$ cat src/led_pwm_pkg.sv
// constants and packed carriers for the sixteen-channel grayscale pwm block
// assumes one system clock; all pin inputs arrive asynchronous to it
package led_pwm_pkg;

    localparam int NUM_CH = 16;
    localparam int GS_W = 12;
    localparam int DC_W = 6;
    localparam int GS_SR_W = 192;
    localparam int DC_SR_W = 96;
    localparam int STATUS_W = 18;

    // status field positions inside the grayscale shift register
    localparam int STATUS_LOD_MSB = 191;
    localparam int STATUS_LOD_LSB = 176;
    localparam int STATUS_TEF_BIT = 175;
    localparam int STATUS_WARN_BIT = 174;

    // counter figures
    localparam logic [11:0] GS_MAX = 12'hFFF;
    localparam logic [11:0] GS_STEP = 12'h001;
    // count standing just before the 33rd grayscale clock edge
    localparam logic [11:0] LOD_CNT_BEFORE = 12'h020;

    // reset values
    localparam logic [11:0] CNT_RST = 12'h000;
    localparam logic [5:0] DC_ZERO = 6'h00;

    // synchronised pin bundle
    typedef struct packed {
        logic sclk;
        logic grayscale_ref_clock;
        logic latch;
        logic blank;
        logic correction_select;
        logic serial_input;
        logic thermal_error_flag;
        logic warn;
        logic [15:0] det;
    } pins_t;

    localparam int PINS_W = $bits(pins_t);

    typedef struct packed {
        logic [11:0] cnt;
        logic done;
        logic [15:0] on;
        logic [15:0] forced;
        logic [15:0] open_led_detect;
        logic [191:0] gs_sr;
        logic [191:0] gs_lat;
        logic [95:0] dc_sr;
        logic [95:0] dc_lat;
        logic [95:0] cur;
        logic pending;
        logic serial_output;
    } state_t;

endpackage

$ cat src/pin_sync.sv
// two-flop synchroniser with edge detection for a bundle of pin inputs
// assumes inputs are asynchronous; edges are found after the second flop
`timescale 1ns/10ps
`default_nettype none
module pin_sync
#(
    parameter int W = 8
)
(
    input wire logic sys_clk_i,
    input wire logic rstn_i,
    input wire logic [W-1:0] pin_i,
    output logic [W-1:0] lvl_o,
    output logic [W-1:0] rise_o,
    output logic [W-1:0] fall_o
);

    typedef struct packed {
        logic [W-1:0] q1;
        logic [W-1:0] q2;
        logic [W-1:0] q3;
    } sync_t;

    sync_t st_ff;
    sync_t nxt_st;

    // q1 feeds only q2 so metastability never reaches logic
    always_comb
    begin
        nxt_st = st_ff;
        nxt_st.q1 = pin_i;
        nxt_st.q2 = st_ff.q1;
        nxt_st.q3 = st_ff.q2;
    end

    always_ff @(posedge sys_clk_i)
    begin
        if (!rstn_i)
            st_ff <= '0;
        else
            st_ff <= nxt_st;
    end

    // edges from the settled stages
    assign lvl_o = st_ff.q2;
    assign rise_o = st_ff.q2 & ~st_ff.q3;
    assign fall_o = ~st_ff.q2 & st_ff.q3;

endmodule
`default_nettype wire

$ cat src/led_pwm_core.sv
// sixteen-channel grayscale pwm with per-channel current correction
// and status readback through the grayscale shift register
// assumes all pins are asynchronous and much slower than the system clock
// Functional notes
// - twelve-bit grayscale counter advances on each grayscale clock rise until it holds at FFF
// - blanking high clears the counter and holds it at zero
// - after blanking falls, counter increments once per grayscale clock rise up to FFF
// - nonzero channels turn on at first grayscale edge after blanking falls
// - channel stays on while count not above its value, then turns off
// - on time equals grayscale clock period times the channel value
// - blanking high forces every sink channel off
// - sink current adjustable in 64 steps by six-bit code per channel
// - current scales as code over 63; 3Fh full, 00 zero
// - status loads on first serial clock rise, select low, after latch
// - open-led bits hold result captured at 33rd grayscale edge
// - thermal bits captured at first serial clock rise after latch falls
// - lit channel below open threshold is forced off automatically
// - latch strobe rise with select low copies grayscale shift register into latch
// - select high shifts serial data msb first into correction register
// - status overwrites top 18 shift bits; the other 174 stay
// - open-led bit reads one for open led, zero when normal
`timescale 1ns/10ps
`default_nettype none
module led_pwm_core
(
    input wire logic SYS_CLK_I,
    input wire logic RSTN_I,
    input wire logic SERIAL_CLOCK_I,
    input wire logic GRAYSCALE_REF_CLOCK_I,
    input wire logic LATCH_STROBE_I,
    input wire logic BLANK_I,
    input wire logic CORRECTION_SELECT_I,
    input wire logic SERIAL_INPUT_I,
    input wire logic THERMAL_ERROR_FLAG_I,
    input wire logic THERMAL_WARNING_I,
    input wire logic [15:0] OPEN_LED_DETECT_I,
    output logic [15:0] SINK_CHANNEL_O,
    output logic [95:0] CURRENT_CORRECTION_O,
    output logic SERIAL_OUTPUT_O
);

    led_pwm_pkg::pins_t pin_raw;
    led_pwm_pkg::pins_t lvl;
    led_pwm_pkg::pins_t rise;
    led_pwm_pkg::pins_t fall;
    led_pwm_pkg::state_t st_ff;
    led_pwm_pkg::state_t nxt_st;

    // grayscale value of one channel in a 192-bit latch
    function automatic logic [11:0] gv(input logic [191:0] v, input int i);
        gv = v[i*led_pwm_pkg::GS_W +: led_pwm_pkg::GS_W];
    endfunction

    // correction code of one channel in a 96-bit latch
    function automatic logic [5:0] dcv(input logic [95:0] v, input int i);
        dcv = v[i*led_pwm_pkg::DC_W +: led_pwm_pkg::DC_W];
    endfunction

    // bundle the pins so one synchroniser instance covers them all
    always_comb
    begin
        pin_raw.sclk = SERIAL_CLOCK_I;
        pin_raw.grayscale_ref_clock = GRAYSCALE_REF_CLOCK_I;
        pin_raw.latch = LATCH_STROBE_I;
        pin_raw.blank = BLANK_I;
        pin_raw.correction_select = CORRECTION_SELECT_I;
        pin_raw.serial_input = SERIAL_INPUT_I;
        pin_raw.thermal_error_flag = THERMAL_ERROR_FLAG_I;
        pin_raw.warn = THERMAL_WARNING_I;
        pin_raw.det = OPEN_LED_DETECT_I;
    end

    pin_sync #(.W(led_pwm_pkg::PINS_W)) u_sync
    (
        .sys_clk_i(SYS_CLK_I),
        .rstn_i(RSTN_I),
        .pin_i(pin_raw),
        .lvl_o(lvl),
        .rise_o(rise),
        .fall_o(fall)
    );

    // next state: serial side first, then the pwm side
    always_comb
    begin
        logic [11:0] cnt_next;
        cnt_next = st_ff.cnt + led_pwm_pkg::GS_STEP;
        nxt_st = st_ff;
        if (rise.sclk)
        begin
            if (lvl.correction_select)
                nxt_st.dc_sr = {st_ff.dc_sr[94:0], lvl.serial_input};
            else if (st_ff.pending)
            begin
                // status replaces the top bits; lower 174 untouched
                nxt_st.gs_sr[led_pwm_pkg::STATUS_LOD_MSB:
                    led_pwm_pkg::STATUS_LOD_LSB] = st_ff.open_led_detect;
                nxt_st.gs_sr[led_pwm_pkg::STATUS_TEF_BIT] = lvl.thermal_error_flag;
                nxt_st.gs_sr[led_pwm_pkg::STATUS_WARN_BIT] = lvl.warn;
                nxt_st.pending = 1'b0;
            end
            else
                nxt_st.gs_sr = {st_ff.gs_sr[190:0], lvl.serial_input};
        end
        // arming after the clear so a coincident strobe is not lost
        if (fall.latch)
            nxt_st.pending = 1'b1;
        if (rise.latch)
        begin
            if (lvl.correction_select)
                nxt_st.dc_lat = st_ff.dc_sr;
            else
                nxt_st.gs_lat = st_ff.gs_sr;
        end
        nxt_st.serial_output = lvl.correction_select ? nxt_st.dc_sr[95] : nxt_st.gs_sr[191];

        if (lvl.blank)
        begin
            nxt_st.cnt = led_pwm_pkg::CNT_RST;
            nxt_st.done = 1'b0;
            nxt_st.on = '0;
            nxt_st.forced = '0;
        end
        else
        begin
            // a lit channel seeing an open led is latched off for the period
            nxt_st.forced = st_ff.forced | (st_ff.on & lvl.det);
            if (rise.grayscale_ref_clock)
            begin
                if (st_ff.cnt == led_pwm_pkg::LOD_CNT_BEFORE)
                    nxt_st.open_led_detect = st_ff.on & lvl.det;
                // saturate so value FFF stays on a full 4095 periods
                if (st_ff.cnt == led_pwm_pkg::GS_MAX)
                    nxt_st.done = 1'b1;
                else
                    nxt_st.cnt = cnt_next;
                for (int i = 0; i < led_pwm_pkg::NUM_CH; i++)
                begin
                    nxt_st.on[i] = !st_ff.done
                        && (st_ff.cnt != led_pwm_pkg::GS_MAX)
                        && (cnt_next <= gv(st_ff.gs_lat, i))
                        && !nxt_st.forced[i];
                end
            end
            else
                nxt_st.on = st_ff.on & ~nxt_st.forced;
        end

        // current code follows the lit state; 3Fh is full scale
        for (int i = 0; i < led_pwm_pkg::NUM_CH; i++)
        begin
            nxt_st.cur[i*led_pwm_pkg::DC_W +: led_pwm_pkg::DC_W] =
                nxt_st.on[i] ? dcv(nxt_st.dc_lat, i)
                             : led_pwm_pkg::DC_ZERO;
        end
    end

    // latches have no defined power-up content; zero is chosen here
    always_ff @(posedge SYS_CLK_I)
    begin
        if (!RSTN_I)
            st_ff <= '0;
        else
            st_ff <= nxt_st;
    end

    assign SINK_CHANNEL_O = st_ff.on;
    assign CURRENT_CORRECTION_O = st_ff.cur;
    assign SERIAL_OUTPUT_O = st_ff.serial_output;
endmodule
`default_nettype wire

$ cat config.mk
export PLATFORM = sky130hd
export DESIGN_NAME = led_pwm_core
export DESIGN_NICKNAME = d
export VERILOG_FILES = /design/src/led_pwm_pkg.sv /design/src/pin_sync.sv /design/src/led_pwm_core.sv
export SDC_FILE = /design/constraint.sdc
export NUM_CORES = 2
export LEC_CHECK = 0
export BUFFER_PORTS_ARGS = -buffer_cell sky130_fd_sc_hd__buf_2
export CAP_MARGIN = 20
export CORE_UTILIZATION = 52
export DETAILED_ROUTE_END_ITERATION = 8
export PLACE_DENSITY = 0.69
export SETUP_SLACK_MARGIN = 0.3
export SLEW_MARGIN = 20
export SYNTH_ARGS = -nofsm -noshare
export SYNTH_HDL_FRONTEND = slang
export SYNTH_SLANG_ARGS = --single-unit
$ cat constraint.sdc
create_clock -name SYS_CLK_I -period 4.6 [get_ports SYS_CLK_I]
set_input_delay 0.92 -clock SYS_CLK_I [delete_from_list [all_inputs] [get_ports SYS_CLK_I]]
set_output_delay 0.92 -clock SYS_CLK_I [all_outputs]
set_load 0.02 [all_outputs]
==> run summary <==
Status: complete, no violations
Clk_lat worst skew: 0.62 ns
Layout cell share with drive strength beyond 1: 0.0906
Crit-path max FO: 11
HPWL after DPL: 47700 um
Pint: 11.2 mW
Inserted Clock Buffers: 79
Top cells by count, synth: nand2_1 (1013), dfxtp_1 (786), a21boi_0 (443)
TritonCTS clock tree: done
Leakage: 14.2 nW
DR vias: 24400
Mapped Cells: 3807
Fill cells: 5698
Worst relative slew slack: 0.248
Synth Warn #: 0
Max-slew violation count: 0
Core ar.: 64300 um^2
Routability cong.: 0.873
Max Freq: 267 MHz
Area grow syn2layout: 9.96%
Post-DR wirelength/cell: 16.1 um
Number of global-route vias before repair: 22900
NumNets Final: 3961
Synth area leaders: dfxtp_1 (47%), nand2_1 (11%), a21boi_0 (9.8%), ha_1 (7.2%), mux2i_1 (3.9%)
Largest net degree at the start of global routing: 276
Antenna cells: 0
Sequential power share: 0.483
DRT iter0 DRCs: 1905
Count leader, synth: nand2_1
Measured slew at the worst slew-check pin: 1.13 ns
Net count after synthesis: 4027
R2R Setup Slk: 0.86 ns
Cell count of the worst hold path: 1
H-Tree Depth: 3
Initial antenna violation count: 0
Worst Setup End Kind: flip-flop
Global-route wire length before repair: 122000 um
CP required: 5.13 ns
Initial core utilization: 0.525
DRC violations left: 0
EDFF count, synth: 0
Clock share of power: 0.482
Die Ht: 257 um
Clock skew: 0.0163 ns
Sw Ratio: 0.211
Fin. Hold Viols: 0
Routed vias/inst: 5.26
Die width: 257 um
Period Utilization, post-route: 0.813
Post-DP Area: 34400 um^2
Setup TNS: 0 ns
Overall routing resource usage: 0.226
Antenna Nets Post-Route: 0
# IOs: 139
Post-synth top flop: dfxtp_1
Design Area, Final: 37100 um^2
Netlist cell types: 45
Pre-CTS WS: 0.944 ns
Remaining Overflow, GRT: 0
IO buf count: 138
Final setup vio count: 0
Net Switching: 3.00 mW
Die area: 66000 um^2
Async S/R FF share, synth: 0
Hold crit path type: reg2reg
CTS Buffer Depth: 3
Worst Setup Slack, final: 0.861 ns
Synth top area share: 0.466
Power Density: 383 nW/um^2
Synth Register Bits: 786
CP startpoint kind: flip-flop
Mean Syn Cell Area: 8.87 um^2
FF-to-FF path depth: 10
Crit path arrival time: 4.27 ns
Setup bufs post-CTS: 0
Post-CTS Hold Fix Bufs: 0
Setup CP Type: reg2reg
Max Cap Viol: 0
Worst ir drop on vdd: 271 uV
Rows: 93
DR pass1 iterations: 7
Combinational fraction of design power: 0.035
Sequential area share after synthesis: 0.466
Clk slew on worst S/H paths: 0.06 ns
Clk root buf: clkbuf_16
WL final: 74900 um
Mapped Area: 33800 um^2
Min cycle time layout: 3.74 ns
Synth area leader: dfxtp_1
Clock sinks: 786
Post-CTS Resized: 0
RSZ-0062 raised after global routing: false
## cell usage in the layout (no fill, tap or decap), drive strengths merged, types with 8 or more instances in the layout
master,Yosys,routed
nor2,55,55
nand2,1013,1013
bufinv,0,14
a211o,16,16
o211ai,16,16
a211oi,96,96
clkbuf,143,106
buf,177,173
nand2b,18,18
dfxtp,786,786
mux2i,131,131
nor2b,130,130
nand4,68,68
nor3,17,17
a21oi,153,153
o21ai,20,20
nand3,20,20
and2,56,56
o211a,18,18
ha,194,194
inv,183,186
a21boi,461,461
clkinv,0,12
xor2,8,8
## layer usage
metal / global-route usage / vias up / wire length [um]
met5: 0 / - / 0
met4: 0.0574 / 0 / 1120
met3: 0.0312 / 82 / 3920
met2: 0.341 / 459 / 32400
met1: 0.336 / 11500 / 37500
li1: - / 12400 / -
## power groups by stage
stage                     Clock (mW)  Combinational, mW  Sequential, mW
final                           6.85              0.500            6.87
after global routing            7.28              0.540            6.87
after CTS                       6.97              0.500            6.87
after detailed placement           0              0.498            7.02
after global placement             0              0.496            7.02
after floorplan                    0              0.365            7.02
## flip-flops by register name, summed over array words and instances, names as in the netlist
register,cells
SINK_CHANNEL_O,16
SERIAL_OUTPUT_O,1
CURRENT_CORRECTION_O,96
u_sync.nxt_st,24
st_ff,622
u_sync.st_ff,3
u_sync.lvl_o,24
## kinds of logic (layout without fill, tap and decap cells)
| logic type | count (synthesis) | after routing | share of synthesized area |
|---|---|---|---|
| fa+ha+maj | 194 | 194 | 0.0719 |
| mux | 131 | 131 | 0.0388 |
| compound gates | 788 | 788 | 0.169 |
| simple gates | 1391 | 1391 | 0.180 |
| xor+xnor | 14 | 14 | 0.00363 |
| buf+inv | 503 | 491 | 0.0706 |
| flops | 786 | 786 | 0.466 |
## path summary, 6_finish.rpt
kind,to,from
worst min-delay path,u_sync.lvl_o[16],u_sync.nxt_st[40]
worst max-delay path,CURRENT_CORRECTION_O[67],st_ff[725]
worst max register to register,CURRENT_CORRECTION_O[67],st_ff[725]
worst min register to register,u_sync.lvl_o[16],u_sync.nxt_st[40]
## area by class of cell
type | count | area [um^2] | area share
Sequential cell | 786 | 15700 | 0.424
Tap cell | 855 | 1070 | 0.0288
Timing Repair Buffer | 173 | 1090 | 0.0294
Multi-Input combinational cell | 2518 | 15800 | 0.425
Clock buffer | 106 | 2250 | 0.0606
Clock inverter | 29 | 518 | 0.0139
Inverter | 183 | 687 | 0.0185
## critical path, stage by stage (launching register included)
cell,delay [ns]
dfxtp_1,0.48
and2_1,0.19
nand2_1,0.12
nor4_1,0.59
xor2_2,0.27
buf_4,0.28
ha_1,0.32
nand4_1,0.13
nor3_1,0.82
a21oi_4,0.18
a211oi_1,0.25
## per-stage QoR
step	cells	power [mW]	hold slack, ns	util
after floorplan	3807	7.38	0.412	-
after global placement	4514	7.52	0.413	0.534
after detailed placement	4515	7.52	0.418	0.534
after CTS	4650	14.3	0.423	0.577
after global routing	4650	14.7	0.453	0.577
final	4650	14.2	0.418	0.577
No activity file was read; power rests on OpenSTA's default activity.
